## config.mk

```make
export PLATFORM = sky130hd
export DESIGN_NAME = xskip_exec
export DESIGN_NICKNAME = d
export VERILOG_FILES = /design/src/xskip_pkg.sv /design/src/xskip_exec.sv
export SDC_FILE = /design/constraint.sdc
export NUM_CORES = 1
export LEC_CHECK = 0
export BUFFER_PORTS_ARGS = -buffer_cell sky130_fd_sc_hd__buf_4
export CORE_ASPECT_RATIO = 0.8
export CORE_MARGIN = 2
export CORE_UTILIZATION = 40
export CTS_BUF_LIST = sky130_fd_sc_hd__clkbuf_2
export CTS_CLUSTER_DIAMETER = 80
export DETAILED_ROUTE_END_ITERATION = 10
export PLACE_DENSITY = 0.69
export SKIP_LAST_GASP = 1
export SYNTH_ARGS = -nofsm -noshare
export SYNTH_HDL_FRONTEND = slang
export SYNTH_SLANG_ARGS = --single-unit
```

## constraint.sdc

```tcl
create_clock -name clk -period 2.3 [get_ports clk]
set_input_delay 0.345 -clock clk [delete_from_list [all_inputs] [get_ports clk]]
set_output_delay 0.345 -clock clk [all_outputs]
set_load 0.01 [all_outputs]
```

## src/xskip_pkg.sv

```systemverilog
/*
  Shared constants and operation codes for the extended skip, table-read and
  exclusive-or execution unit.
  Assumes an 8-bit data path and a 16-bit program word.
*/
package xskip_pkg;
  // ==========================================================================
  // Widths
  localparam int unsigned DATA_W = 8;
  localparam int unsigned PADDR_W = 16;
  localparam int unsigned PWORD_W = 16;

  // ==========================================================================
  // Reset values and fixed byte constants
  localparam logic [7:0] ACC_RST = 8'h00;
  localparam logic [7:0] TPL_RST = 8'h00;
  localparam logic [7:0] TPH_RST = 8'h00;
  localparam logic [7:0] TBH_RST = 8'h00;
  localparam logic [7:0] LAST_PAGE = 8'hff;
  localparam logic [7:0] ZERO_BYTE = 8'h00;

  // ==========================================================================
  // Operations handed over by the decoder
  typedef enum logic [3:0] {
    op_none,
    skip_on_null_byte,
    copy_then_skip_on_null,
    skip_on_null_bit,
    table_read_current_page,
    table_read_last_page,
    incr_table_read,
    incr_table_read_last_page,
    exclusive_or_to_accumulator,
    exclusive_or_to_memory
  } op_t;
endpackage : xskip_pkg

```

## src/xskip_exec.sv

```systemverilog
/*
  Execution unit for the extended skip, table-read and exclusive-or group.
  Assumes: the fetch stage presents one decoded operation per instruction
  cycle with op_valid, together with the memory byte already read; program
  memory answers a table address in the same cycle (combinational port).
*/
`timescale 1ns/1ps
`default_nettype none
module xskip_exec
  import xskip_pkg::*;
(
  input  wire logic                clk,
  input  wire logic                rst,
  input  wire logic                op_valid,
  input  wire xskip_pkg::op_t      op,
  input  wire logic [2:0]          bit_sel,
  input  wire logic [7:0]          mem_rdata,
  input  wire logic [7:0]          cur_page,
  input  wire logic [15:0]         prog_rdata,
  output logic      [15:0]         prog_addr,
  output logic                     mem_we,
  output logic      [7:0]          mem_wdata,
  output logic      [7:0]          accumulator,
  output logic                     zero_flag,
  output logic      [7:0]          table_pointer_low,
  output logic      [7:0]          table_pointer_high,
  output logic      [7:0]          table_high_byte_reg,
  output logic                     skip_nop
);
  import xskip_pkg::*;

  // ==========================================================================
  // Decode of the current cycle
  logic       exec;
  logic       is_skip;
  logic       skip_cond;
  logic [7:0] tpl_inc;
  logic [7:0] tpl_use;
  logic [7:0] page_use;
  logic [7:0] xor_res;
  logic       is_tab;

  // Squashed slot changes no state except prog_addr, which loads every cycle
  assign exec    = op_valid && !skip_nop;
  assign xor_res = accumulator ^ mem_rdata;
  assign tpl_inc = table_pointer_low + 8'h01;

  always_comb
  begin
    is_skip   = 1'b0;
    skip_cond = 1'b0;
    is_tab    = 1'b0;
    tpl_use   = table_pointer_low;
    page_use  = cur_page;
    case (op)
      skip_on_null_byte, copy_then_skip_on_null:
      begin
        is_skip   = 1'b1;
        skip_cond = (mem_rdata == ZERO_BYTE);
      end
      skip_on_null_bit:
      begin
        is_skip   = 1'b1;
        skip_cond = !mem_rdata[bit_sel];
      end
      table_read_current_page:
        is_tab = 1'b1;
      table_read_last_page:
      begin
        is_tab   = 1'b1;
        page_use = LAST_PAGE;
      end
      incr_table_read:
      begin
        is_tab   = 1'b1;
        tpl_use  = tpl_inc;
        page_use = table_pointer_high;
      end
      incr_table_read_last_page:
      begin
        is_tab   = 1'b1;
        tpl_use  = tpl_inc;
        page_use = LAST_PAGE;
      end
      default:
      begin
        is_skip = 1'b0;
      end
    endcase
  end

  // ==========================================================================
  // Skip: the already fetched follower becomes the dummy cycle
  always_ff @(posedge clk)
  begin
    if (rst)
      skip_nop <= 1'b0;
    else
      skip_nop <= exec && is_skip && skip_cond;
  end

  // ==========================================================================
  // Program table address, registered toward program memory
  always_ff @(posedge clk)
  begin
    if (rst)
      prog_addr <= 16'h0000;
    else
      prog_addr <= {page_use, tpl_use};
  end

  // ==========================================================================
  // Table pointer
  always_ff @(posedge clk)
  begin
    if (rst)
    begin
      table_pointer_low  <= TPL_RST;
      table_pointer_high <= TPH_RST;
    end
    else if (exec && (op == incr_table_read || op == incr_table_read_last_page))
      table_pointer_low <= tpl_inc;
  end

  // ==========================================================================
  // Memory write and table-high register
  always_ff @(posedge clk)
  begin
    if (rst)
    begin
      mem_we              <= 1'b0;
      mem_wdata           <= 8'h00;
      table_high_byte_reg <= TBH_RST;
    end
    else
    begin
      mem_we <= exec && (is_tab || op == exclusive_or_to_memory);
      if (exec && is_tab)
      begin
        mem_wdata           <= prog_rdata[7:0];
        table_high_byte_reg <= prog_rdata[15:8];
      end
      else if (exec && op == exclusive_or_to_memory)
        mem_wdata <= xor_res;
    end
  end

  // ==========================================================================
  // Accumulator and zero flag
  always_ff @(posedge clk)
  begin
    if (rst)
    begin
      accumulator <= ACC_RST;
      zero_flag   <= 1'b0;
    end
    else if (exec)
    begin
      case (op)
        copy_then_skip_on_null:
          accumulator <= mem_rdata;
        exclusive_or_to_accumulator:
        begin
          accumulator <= xor_res;
          zero_flag   <= (xor_res == ZERO_BYTE);
        end
        exclusive_or_to_memory:
          zero_flag <= (xor_res == ZERO_BYTE);
        default:
          zero_flag <= zero_flag;
      endcase
    end
  end

  // ==========================================================================
  // Checks
  skip_taken_a: assert property (@(posedge clk) disable iff (rst)
    op_valid && !skip_nop && op == skip_on_null_byte && mem_rdata == 8'h00 |=> skip_nop)
    else $error("zero byte did not skip");
  skip_single_a: assert property (@(posedge clk) disable iff (rst)
    skip_nop |=> !skip_nop)
    else $error("dummy cycle longer than one");
  copy_acc_a: assert property (@(posedge clk) disable iff (rst)
    op_valid && !skip_nop && op == copy_then_skip_on_null |=> accumulator == $past(mem_rdata)
    && zero_flag == $past(zero_flag))
    else $error("copy to accumulator wrong");
  bit_skip_a: assert property (@(posedge clk) disable iff (rst)
    op_valid && !skip_nop && op == skip_on_null_bit |=> skip_nop == !$past(mem_rdata[bit_sel]))
    else $error("bit skip wrong");
  tab_cur_a: assert property (@(posedge clk) disable iff (rst)
    op_valid && !skip_nop && op == table_read_current_page |=> mem_we
    && prog_addr == {$past(cur_page), $past(table_pointer_low)})
    else $error("current page read wrong");
  tab_last_a: assert property (@(posedge clk) disable iff (rst)
    op_valid && !skip_nop && op == table_read_last_page |=> prog_addr[15:8] == 8'hff)
    else $error("last page read wrong");
  tab_incr_a: assert property (@(posedge clk) disable iff (rst)
    op_valid && !skip_nop && (op == incr_table_read || op == incr_table_read_last_page)
    |=> table_pointer_low == $past(table_pointer_low) + 8'h01 && prog_addr[7:0] == table_pointer_low)
    else $error("pre-increment read wrong");
  tab_incl_a: assert property (@(posedge clk) disable iff (rst)
    op_valid && !skip_nop && op == incr_table_read_last_page |=> prog_addr[15:8] == 8'hff)
    else $error("pre-increment last page wrong");
  xor_acc_a: assert property (@(posedge clk) disable iff (rst)
    op_valid && !skip_nop && op == exclusive_or_to_accumulator
    |=> accumulator == ($past(accumulator) ^ $past(mem_rdata)) && zero_flag == (accumulator == 8'h00))
    else $error("xor to accumulator wrong");
  xor_mem_a: assert property (@(posedge clk) disable iff (rst)
    op_valid && !skip_nop && op == exclusive_or_to_memory
    |=> mem_we && mem_wdata == ($past(accumulator) ^ $past(mem_rdata)) && zero_flag == (mem_wdata == 8'h00))
    else $error("xor to memory wrong");
  squash_a: assert property (@(posedge clk) disable iff (rst)
    skip_nop |=> !mem_we && $stable(accumulator) && $stable(zero_flag) && $stable(table_pointer_low))
    else $error("skipped instruction had effect");
endmodule : xskip_exec
`default_nettype wire

```

# == Yosys cells after proc, flatten, opt, wreduce, memory -nomap -nowiden ==
# Index checks and enable logic that the tools add are counted.
# op_classes
addsub,1
magnitude_cmp,1
n_eq_ne,9
muxes,10
bitwise,1
n_reduce_logical,23
# ops
cell,n
one-hot mux 8 bit (2 select lines),2
two-way mux 8 bit,3
== test 4 x 3 -> 1 bit (second input constant),4
logical NOT 8 bit,2
adder 8 x 1 -> 8 bit (second input constant),1
== test 4 x 2 -> 1 bit (second input constant),2
== test 4 bit (second input constant),2
OR reduction 2 bit,4
XOR 8 bit,1
logical AND 1 bit,7
== test 4 x 1 -> 1 bit (second input constant),1
less-than comparator 3 x 4 -> 1 bit (second input constant),1
AND reduction 2 bit,2
nonzero test 2 bit,2
OR reduction 4 bit,1
binary-select mux 1 bit (select 3 bit),1
two-way mux 1 bit,3
OR reduction 3 bit,1
logical NOT 1 bit,2
logical OR 1 bit,2
one-hot mux 1 bit (2 select lines),1
# totals
register_bits,51
wordCells,53

# == Logic depth before layout (Yosys ltp) ==
# Gate-level depths: netlist of the first run.
# depth
word_depth,5
depth_mapped,7
mapped_depth_nobuf,5

# == Least setup slack after synthesis of the first run ==
# OpenSTA, ideal clock, no wires.
# synth_timing
path_type,input to register
start,in op[1]
end,reg mem_wdata[7]
setup_time_ns,0.062
arrival_time_ns,1.835
slack_ns,0.403
cell_stages,7
path_buffers,3
cell_sequence,buf_6 > nand2b_1 > or4b_1 > clkbuf_2 > buf_6 > or4_1 > nand3_1
# synth_between
elab_chain_cells,5
elab_cells_between_ends,11
# synth_lines
item,line,text
"start, declared",xskip_exec.sv:15,"input wire xskip_pkg::op_t op,"
== test 4 x 3 -> 1 bit,xskip_exec.sv:55,case (op)
OR reduction 4 bit (no line),--,
two-way mux 1 bit,xskip_exec.sv:55,
logical AND 1 bit,xskip_exec.sv:138,if (exec && is_tab)
two-way mux 8 bit or nonzero test 2 bit (tied branches),--,
"end signal, assigned",xskip_exec.sv:140,mem_wdata <= prog_rdata[7:0];
"end signal, assigned",xskip_exec.sv:144,mem_wdata <= xor_res;
"end, declared",xskip_exec.sv:22,"output logic [7:0] mem_wdata,"
# Several ways; a longest one is shown, not always the timed one.
# A chain may end at the register's enable or synchronous reset.

# == Final worst setup path of the first run ==
# layout_timing
start,reg skip_nop
end,reg mem_wdata[6]
# layout_between
elab_chain_cells,4
elab_cells_between_ends,6
# layout_lines
item,line,text
"start, declared",xskip_exec.sv:28,output logic skip_nop
"start signal, assigned",xskip_exec.sv:99,skip_nop <= exec && is_skip && skip_cond;
logical NOT 1 bit (*),xskip_exec.sv:44,assign exec = op_valid && !skip_nop;
logical AND 1 bit (*),xskip_exec.sv:44,
logical AND 1 bit (on tied branches),"xskip_exec.sv:138, xskip_exec.sv:143",
two-way mux 8 bit or nonzero test 2 bit (tied branches),--,
# Every way passes the cells marked *; elsewhere a longest branch is shown, timed or not.

==> metrics.csv, run 1 <==
metric,value,unit
Final min period,1.97,ns
GRT Total Usage,17.9,%
crit-path leading delay family,simple AND/OR/NAND/NOR gates,
clk_skew,0.0122,ns
Starting DRT DRC Count,81,
number of flops mapped to enable cells by yosys,0,
area delta synth->final,31.6,%
final slew viol count,0,
Pwr per Cell Area,491,mW/mm^2
gpl congestion,0.788,
H-tree depth,2,
Die Ht,73.3,um
Switching Fraction,27.4,%
Filler cells,587,
Crit. path cell count,4,
Pleak,1.28,nW
Rows,25,
Slew @ Worst Pin,0.541,ns
HP Class,in2reg,
Post-CTS Hold Fix Bufs,0,
Synth Instances,276,
fmax,508,MHz
FF-to-FF setup slack,0.33,ns
internal power,1.13,mW
distinct cell type count after synthesis,38,
Longest Clk Path Bufs,2,
Syn Std Cell Area,0.00240,mm^2
"Avg Cell Area, Syn",8.69,um^2
Max-Cap Viols,0,
# IOs,101,
Clk Tree Root Cell,clkbuf_2,
max_slew headroom,63.9,%
hold_ws,0.132,ns
CP Max Fanout,17,
"FFs w/ async S/R, synth",0,%
crit path capture,mem_wdata[6],
Clock Power Share,22.9,%
core area,0.00585,mm^2
ANT nets after route,0,
Worst R2R End,mem_wdata[6],
Critical path origin,skip_nop,
kind of critical path,reg2reg,
crit path DAT,2.34,ns
largest net degree at the start of global routing,61,
die area,0.00664,mm^2
final setup violation count,0,
postcts setup bufs,0,
Post-Route Setup TNS,0,ns
CP max-delay cell,or4b_1,
WP data required,2.67,ns
worst skew pair latency,0.41,ns
post-synthesis sequential area ratio,42.5,%
CP endpoint kind,flop,
Ys Warns,0,
Routed wire per std cell,13.5,um
DRC,0,
drt total wl,5960,um
die width,90.6,um
post-detail-place hpwl,4340,um
crit-path max cell delay,0.77,ns
first-pass GRT wire length,9650,um
via count,2246,
outcome,finished clean,
critical path buffer and inverter count,0,
nets,403,
grt total ovfl,0,
Largest register FFs,16,
TritonCTS clock tree,built,
Starting Density,41.0,%
RSZ-0062 raised after global routing,false,
Detailed Routing Iterations Pass 1,4,
antenna violations before repair,0,
Worst R2R Path Depth,4,
#FFs+latches synth,51,
worst vdd ir,0.338,mV
Ant. Diodes,0,
sw power,0.425,mW
layout cells sized above 1,31.6,%
CTS Buf Count,5,
post_cts resized,0,
Flop pwr share,60.2,%
Post-synth top flop,dfxtp_1,
vias in the first global route,2016,
startpoint class of the critical path,flop,
"most common cell after layout, fill and taps aside",buf_4,
via density per instance,5.08,
Comb power frac,16.9,%
clk slew on worst S/H paths,0.25,ns
Tcrit/Tclk final,85.5,%
clk sink count,51,
Final Hold Fails,0,
fin util,54.0,%
PortBufs,92,
most frequent cells in the layout,"buf_4, dfxtp_1, nand2_1",
Largest Register,prog_addr,
CP Cell Sequence,nand2b_1 > or4b_1 > or4_1 > nand3_1,
FF-to-FF Start,skip_nop,
==> cell type report <==
class,count,area [um^2],area share [%]
Clock inverter,2,12.5,0.396
Timing Repair Buffer,98,736,23.3
Inverter,1,3.75,0.119
Multi-Input combinational cell,203,1250,39.7
Sequential cell,51,1020,32.3
Clock buffer,6,30.0,0.951
Tap cell,81,101,3.21
==> how the worst min path moves through the flow <==
stage,from,to,slack [ns],cells after the start
6_report,cur_page[1],prog_addr[9],0.13,2
5_1_grt,cur_page[2],prog_addr[10],0.08,2
4_1_cts,cur_page[1],prog_addr[9],0.10,2
3_5_place_dp,table_high_byte_reg[7],table_high_byte_reg[7],0.45,2
3_3_place_gp,table_high_byte_reg[4],table_high_byte_reg[4],0.44,2
2_1_floorplan,cur_page[2],prog_addr[10],0.47,1
==> kinds of logic after synthesis <==
kind of cell	after synthesis	share of synthesized area, %
AO/OA/AOI/OAI	50	12.2
XOR/XNOR	19	6.93
adder cells (fa/ha/maj)	1	0.521
buffers and inverters	29	6.52
flip-flops	51	42.5
multiplexers	6	3.65
other	1	0.156
AND/OR/NAND/NOR	119	27.5
==> synth_stat cells, drive strengths merged, types with 2 or more instances <==
cell type / n / share of area [%]
nand3b: 9 / 2.8
nor2b: 3 / 0.78
or4: 10 / 3.1
or3: 4 / 1.0
buf: 12 / 3.8
a21oi: 22 / 4.6
nor2: 24 / 3.8
nor3: 5 / 1.0
nand2b: 2 / 0.52
or4b: 2 / 0.83
nand3: 12 / 2.5
o21ai: 11 / 2.3
nand4b: 8 / 2.9
o21a: 8 / 2.5
dfxtp: 51 / 43
mux4: 2 / 1.9
o211ai: 9 / 2.8
nand4: 2 / 0.52
nand2: 28 / 4.4
mux2i: 2 / 0.83
mux2: 2 / 0.94
xnor2: 18 / 6.6
clkbuf: 16 / 2.6
nor4: 5 / 1.3
==> power by group through the flow <==
stage	registers (mW)	logic [mW]	clock network, mW
finish	0.934	0.261	0.356
global route	0.940	0.288	0.399
CTS	0.935	0.263	0.372
detailed placement	0.951	0.262	0
global placement	0.951	0.258	0
floorplan	0.963	0.123	0
==> layer usage <==
| layer | GRT usage [%] | vias up | share of wire [%] |
|---|---|---|---|
| met5 | 0 | - | 0 |
| met4 | 4.10 | 0 | 0.44 |
| met1 | 26.7 | 1038 | 50 |
| met2 | 24.8 | 76 | 42 |
| met3 | 5.74 | 2 | 7.5 |
| li1 | - | 1130 | - |
==> worst reg2reg max path, cell delays in order, from the launching register on <==
cell	delay (ns)
dfxtp_1	0.36
nand2b_1	0.14
or4b_1	0.77
or4_1	0.57
nand3_1	0.09
==> through the flow <==
step / instance area [um^2] / power (mW) / worst slack (ns) / cells
floorplan: 2430 / 1.09 / 0.403 / 283
detailed placement: 3120 / 1.21 / 0.216 / 434
global route: 3160 / 1.63 / 0.210 / 442
global placement: 3120 / 1.21 / 0.294 / 434
finish: 3160 / 1.55 / 0.333 / 442
CTS: 3160 / 1.57 / 0.314 / 442
No activity file was read; power rests on OpenSTA's default activity.
==> run 2, diff against run 1 <==
PLACE_DENSITY = 0.74   (was 0.69)
==> run 2 against run 1 <==
  * Hold slack lost 0.036 ns
  * Combinational power about the same
  * Global-route usage increased by 0.32 points
  * Count of clock-buffer cells in the layout down 1
  * Sequential power about the same
  * Largest cell class unchanged
==> metrics.csv, run 2 (synthesis results as in run 1) <==
metric,value,unit,change
outcome,finished clean,,unchanged
Post-Layout Inst Area,0.00318,mm^2,was 0.00316 mm^2
# IOs,101,,unchanged
area delta synth->final,32.3,%,was 31.6%
Routed wire per std cell,13.7,um,was 13.5 um
post_cts resized,0,,unchanged
ANT nets after route,0,,unchanged
core area,0.00585,mm^2,unchanged
FF-to-FF setup slack,0.31,ns,was 0.33 ns
crit-path max cell delay,0.77,ns,about the same
Die Ht,73.3,um,unchanged
Slew @ Worst Pin,0.526,ns,was 0.541 ns
Rows,25,,unchanged
Final Hold Fails,0,,unchanged
Starting Density,41.0,%,unchanged
Post-Route Setup TNS,0,ns,unchanged
TritonCTS clock tree,built,,unchanged
Starting DRT DRC Count,119,,was 81
most frequent cells in the layout,"buf_4, dfxtp_1, nand2_1",,unchanged
hold_ws,0.0968,ns,was 0.132 ns
Largest Register,prog_addr,,unchanged
H-tree depth,2,,unchanged
fin util,54.3,%,was 54.0%
RSZ-0062 raised after global routing,false,,unchanged
Tcrit/Tclk final,86.7,%,was 85.5%
antenna violations before repair,0,,unchanged
Ant. Diodes,0,,unchanged
Power Total,1.68,mW,was 1.55 mW
final slew viol count,0,,unchanged
first-pass GRT wire length,9720,um,was 9650 um
vias in the first global route,1994,,was 2016
Detailed Routing Iterations Pass 1,4,,unchanged
Pwr per Cell Area,528,mW/mm^2,was 491 mW/mm^2
CP max-delay cell,or4b_1,,unchanged
worst skew pair latency,0.43,ns,was 0.41 ns
"most common cell after layout, fill and taps aside",buf_4,,unchanged
CP endpoint kind,flop,,unchanged
via count,2267,,was 2246
final setup violation count,0,,unchanged
crit path DAT,2.39,ns,was 2.34 ns
hold depth,2,,unchanged
Post-Place Cell Area,0.00311,mm^2,was 0.00312 mm^2
Pleak,1.29,nW,was 1.28 nW
HP Class,in2reg,,unchanged
Clk Tree Root Cell,clkbuf_2,,unchanged
post-detail-place hpwl,4190,um,was 4340 um
CTS Buf Count,5,,unchanged
Longest Clk Path Bufs,2,,unchanged
via density per instance,5.14,,was 5.08
DRC,0,,unchanged
postcts setup bufs,0,,unchanged
WP data required,2.70,ns,was 2.67 ns
die width,90.6,um,unchanged
nets,402,,was 403
gpl congestion,0.822,,was 0.788
Max-Cap Viols,0,,unchanged
Largest register FFs,16,,unchanged
startpoint class of the critical path,flop,,unchanged
layout cells sized above 1,31.1,%,was 31.6%
worst vdd ir,0.241,mV,was 0.338 mV
die area,0.00664,mm^2,unchanged
CP Cell Sequence,nand2b_1 > or4b_1 > or4_1 > nand3_1,,unchanged
PortBufs,92,,unchanged
GRT Total Usage,18.2,%,was 17.9%
fmax,501,MHz,was 508 MHz
clk sink count,51,,unchanged
grt total ovfl,0,,unchanged
Post-CTS Hold Fix Bufs,0,,unchanged
Filler cells,545,,was 587
max_slew headroom,64.8,%,was 63.9%
CP Max Fanout,17,,unchanged
clk slew on worst S/H paths,0.26,ns,was 0.25 ns
Final min period,1.99,ns,was 1.97 ns
clk_skew,0.00294,ns,was 0.0122 ns
Worst R2R Path Depth,4,,unchanged
largest net degree at the start of global routing,61,,unchanged
kind of critical path,reg2reg,,unchanged
drt total wl,6020,um,was 5960 um
[run 2: final cells by class]
type / instances / area, um^2 / share of cell area (%)
Clock buffer: 5 / 25.0 / 0.788
Clock inverter: 3 / 42.5 / 1.34
Inverter: 1 / 3.75 / 0.118
Multi-Input combinational cell: 203 / 1250 / 39.5
Sequential cell: 51 / 1020 / 32.2
Tap cell: 81 / 101 / 3.19
Timing Repair Buffer: 97 / 728 / 22.9
[run 2: final timing paths]
kind                             to                   start
max                    mem_wdata[7]                skip_nop
max reg2reg            mem_wdata[7]                skip_nop
min reg2reg  table_high_byte_reg[2]  table_high_byte_reg[2]
min                    prog_addr[8]             cur_page[0]
[run 2: per-layer routing]
| metal | GRT usage, % | up-vias | wire, um |
|---|---|---|---|
| li1 | - | 1127 | - |
| met1 | 25.4 | 1035 | 2840 |
| met2 | 27.3 | 94 | 2640 |
| met3 | 4.51 | 11 | 433 |
| met4 | 7.01 | 0 | 104 |
| met5 | 0 | - | 0 |
[run 2: report_power, final]
| part | switching [mW] | internal (mW) | total, mW | leakage (nW) |
|---|---|---|---|---|
| sequential | 0.0192 | 0.916 | 0.935 | 0.415 |
| combinational | 0.127 | 0.133 | 0.260 | 0.835 |
| clock | 0.297 | 0.185 | 0.481 | 0.0410 |
[run 2: per-stage QoR]
step / setup WS, ns / std cells
6_report: 0.306 / 441
5_1_grt: 0.242 / 441
2_1_floorplan: 0.403 / 283
3_5_place_dp: 0.232 / 433
3_3_place_gp: 0.281 / 433
4_1_cts: 0.313 / 441
[run 2: critical path: cells and delay by family, from the launching register on]
family / cells / cell delay [ns]
and+or+nand+nor: 4 / 1.59
DFF: 1 / 0.37
==> run 3, diff against run 2 <==
ABC_AREA = 1   (was unset)
PLACE_DENSITY = 0.73   (was 0.74)
==> run 3 against run 2 <==
  * Core utilization decreased by 0.13 points
  * First-iteration DRC count rose by 13%
  * Power down 2.2%
  * Clock power fell by 30%
  * Combinational power increased by 33%
  * Design area is 3.0% higher
  * Sequential power is 2% higher
  * Cell count up 21%
  * Area after synthesis up 6.2%
  * Critical path type is now reg2out
  * Critical endpoint is now table_pointer_low[6]
  * Largest cell class unchanged
  * Largest power group unchanged
  * Highest routed layer unchanged
==> metrics.csv, run 3 <==
metric,value,unit,change
outcome,finished clean,,unchanged
worst vdd ir,0.183,mV,was 0.241 mV
first-pass GRT wire length,9720,um,about the same
FF-to-FF Start,skip_nop,,unchanged
Largest register FFs,16,,unchanged
Clk Tree Root Cell,clkbuf_2,,unchanged
vias in the first global route,2079,,was 1994
"FFs w/ async S/R, synth",0,%,unchanged
Switching Fraction,29.5,%,was 26.4%
TritonCTS clock tree,built,,unchanged
distinct cell type count after synthesis,31,,was 38
start point of the worst hold path,rst,,was cur_page[0]
via density per instance,4.66,,was 5.14
worst skew pair latency,0.42,ns,was 0.43 ns
Worst R2R Path Depth,6,,was 4
Flop pwr share,58.2,%,was 55.8%
Placed Cells,526,,was 433
synth cell count leaders,"nand2_1, nor2_1, dfxtp_1, inv_1, o21ai_0",,"was dfxtp_1, nand2_1, nor2_1, a21oi_1, xnor2_1"
Post-synth top flop,dfxtp_1,,unchanged
post-synthesis sequential area ratio,40.1,%,was 42.5%
WHS Endpoint,mem_we,,was prog_addr[8]
grt total ovfl,0,,unchanged
clk_skew,0.0252,ns,was 0.00294 ns
"most common cell after layout, fill and taps aside",buf_4,,unchanged
Clock Power Share,20.7,%,was 28.7%
Ant. Diodes,0,,unchanged
Met3 Wirelength,524,um,was 433 um
Starting DRT DRC Count,134,,was 119
WL met2,2840,um,was 2640 um
hold_ws,0.126,ns,was 0.0968 ns
post_cts resized,0,,unchanged
Routed wire per std cell,11.8,um,was 13.7 um
cell taking the most area after synthesis,dfxtp_1,,unchanged
Max-Cap Viols,0,,unchanged
Comb power frac,21.1,%,was 15.5%
fin cells,534,,was 441
Ys Warns,0,,unchanged
most frequent cells in the layout,"buf_4, nand2_1, nor2_1",,"was buf_4, dfxtp_1, nand2_1"
Starting Density,42.2,%,was 41.0%
Worst R2R End,mem_wdata[4],,was mem_wdata[7]
Slew @ Worst Pin,0.679,ns,was 0.526 ns
GRT Total Usage,17.5,%,was 18.2%
CTS Buf Count,5,,unchanged
crit path DAT,1.09,ns,was 2.39 ns
core area,0.00604,mm^2,was 0.00585 mm^2
share of the synthesized area in the top cell type,40.1,%,was 42.5%
Final min period,1.44,ns,was 1.99 ns
# IOs,101,,unchanged
antenna violations before repair,0,,unchanged
largest net degree at the start of global routing,30,,was 61
kind of critical path,reg2out,,was reg2reg
Detailed Routing Iterations Pass 1,5,,was 4
Crit. path cell count,1,,was 4
layout cells sized above 1,25.8,%,was 31.1%
Tcrit/Tclk final,62.4,%,was 86.7%
fmax,696,MHz,was 501 MHz
crit-path leading delay family,flip-flops,,was simple AND/OR/NAND/NOR gates
Rows,25,,unchanged
startpoint class of the critical path,flop,,unchanged
HP Class,in2reg,,unchanged
post-detail-place hpwl,4950,um,was 4190 um
max_slew headroom,54.4,%,was 64.8%
hold depth,2,,unchanged
crit-path max cell delay,0.50,ns,was 0.77 ns
synth top area cells,"dfxtp_1, nand2_1, nor2_1, o21ai_0, inv_1",,"was dfxtp_1, xnor2_1, a21oi_1, nand2_1, nor2_1"
Syn Std Cell Area,0.00255,mm^2,was 0.00240 mm^2
Final Hold Fails,0,,unchanged
critical path buffer and inverter count,1,,was 0
Pleak,1.70,nW,was 1.29 nW
#FFs+latches synth,51,,unchanged
sw power,0.484,mW,was 0.443 mW
Filler cells,599,,was 545
die width,93.2,um,was 90.6 um
internal power,1.16,mW,was 1.23 mW
DRC,0,,unchanged
PortBufs,92,,unchanged
Largest Register,prog_addr,,unchanged
gpl congestion,0.871,,was 0.822
final worst setup slack,0.864,ns,was 0.306 ns
CP endpoint kind,output pin,,was flop
H-tree depth,2,,unchanged
Metal-1 WL,2890,um,was 2840 um
Pwr per Cell Area,501,mW/mm^2,was 528 mW/mm^2
CP Cell Sequence,buf_4,,was nand2b_1 > or4b_1 > or4_1 > nand3_1
worst slack at placement,0.811,ns,was 0.232 ns
ANT nets after route,0,,unchanged
uppermost layer routed,met4,,unchanged
CP Max Fanout,7,,was 17
via count,2487,,was 2267
Longest Clk Path Bufs,2,,unchanged
final setup violation count,0,,unchanged
CP max-delay cell,dfxtp_1,,was or4b_1
number of flops mapped to enable cells by yosys,0,,unchanged
die area,0.00703,mm^2,was 0.00664 mm^2
RSZ-0062 raised after global routing,false,,unchanged
clk slew on worst S/H paths,0.25,ns,was 0.26 ns
Post-Route Setup TNS,0,ns,unchanged
postcts setup bufs,0,,unchanged
drt total wl,6300,um,was 6020 um
FF-to-FF setup slack,0.91,ns,was 0.31 ns
WP data required,1.96,ns,was 2.70 ns
clk sink count,51,,unchanged
area delta synth->final,28.3,%,was 32.3%
Synth Instances,364,,was 276
nets,495,,was 402
"Avg Cell Area, Syn",7.00,um^2,was 8.69 um^2
final slew viol count,0,,unchanged
Die Ht,75.4,um,was 73.3 um
Power Total,1.64,mW,was 1.68 mW
Post-CTS Hold Fix Bufs,0,,unchanged
run 3: area by class of cell:
class                   count  area, um^2  area share (%)
clock inverters             3        15.0           0.459
well taps                  81         101            3.10
multi-input cells         253        1220            37.4
repair buffers             93         698            21.4
clock buffers               5        25.0           0.765
flip-flops and latches     51        1020            31.2
inverters                  48         188            5.74
run 3: metal layers:
metal / global-route usage [%] / vias up
met2: 29.2 / 96
met4: 4.41 / 0
met3: 4.06 / 4
li1: - / 1297
met1: 23.4 / 1090
met5: 0 / -
run 3: logic make-up (layout without fill, tap and decap cells):
kind of cell / after synthesis / count (layout) / share of synthesized area [%]
other: 1 / 8 / 0.147
AND/OR/NAND/NOR: 169 / 169 / 29.5
adder cells (fa/ha/maj): 1 / 1 / 0.491
buffers and inverters: 67 / 149 / 13.0
AO/OA/AOI/OAI: 66 / 66 / 13.7
XOR/XNOR: 9 / 9 / 3.09
flip-flops: 51 / 51 / 40.1
run 3: worst max path at each step:
stage                    startpoint                   end  slack [ns]
2_1_floorplan              op_valid          mem_wdata[3]        1.10
3_3_place_gp               op_valid          mem_wdata[6]        0.82
3_5_place_dp                  op[0]          prog_addr[8]        0.81
4_1_cts        table_pointer_low[6]  table_pointer_low[6]        0.84
5_1_grt        table_pointer_low[6]  table_pointer_low[6]        0.76
6_report       table_pointer_low[6]  table_pointer_low[6]        0.86
run 3: per-stage QoR:
stage          cell area [um^2]  utilization [%]
5_1_grt                    3270             54.2
4_1_cts                    3270             54.2
3_5_place_dp               3230             53.5
2_1_floorplan              2570                -
6_report                   3270             54.2
3_3_place_gp               3230             53.5
run 3: power groups by stage:
stage               Clock, mW  Combinational [mW]  Sequential (mW)
global route            0.397               0.386            0.961
global placement            0               0.343            0.970
detailed placement          0               0.347            0.972
CTS                     0.358               0.348            0.955
finish                  0.339               0.346            0.954
floorplan                   0               0.177            0.989
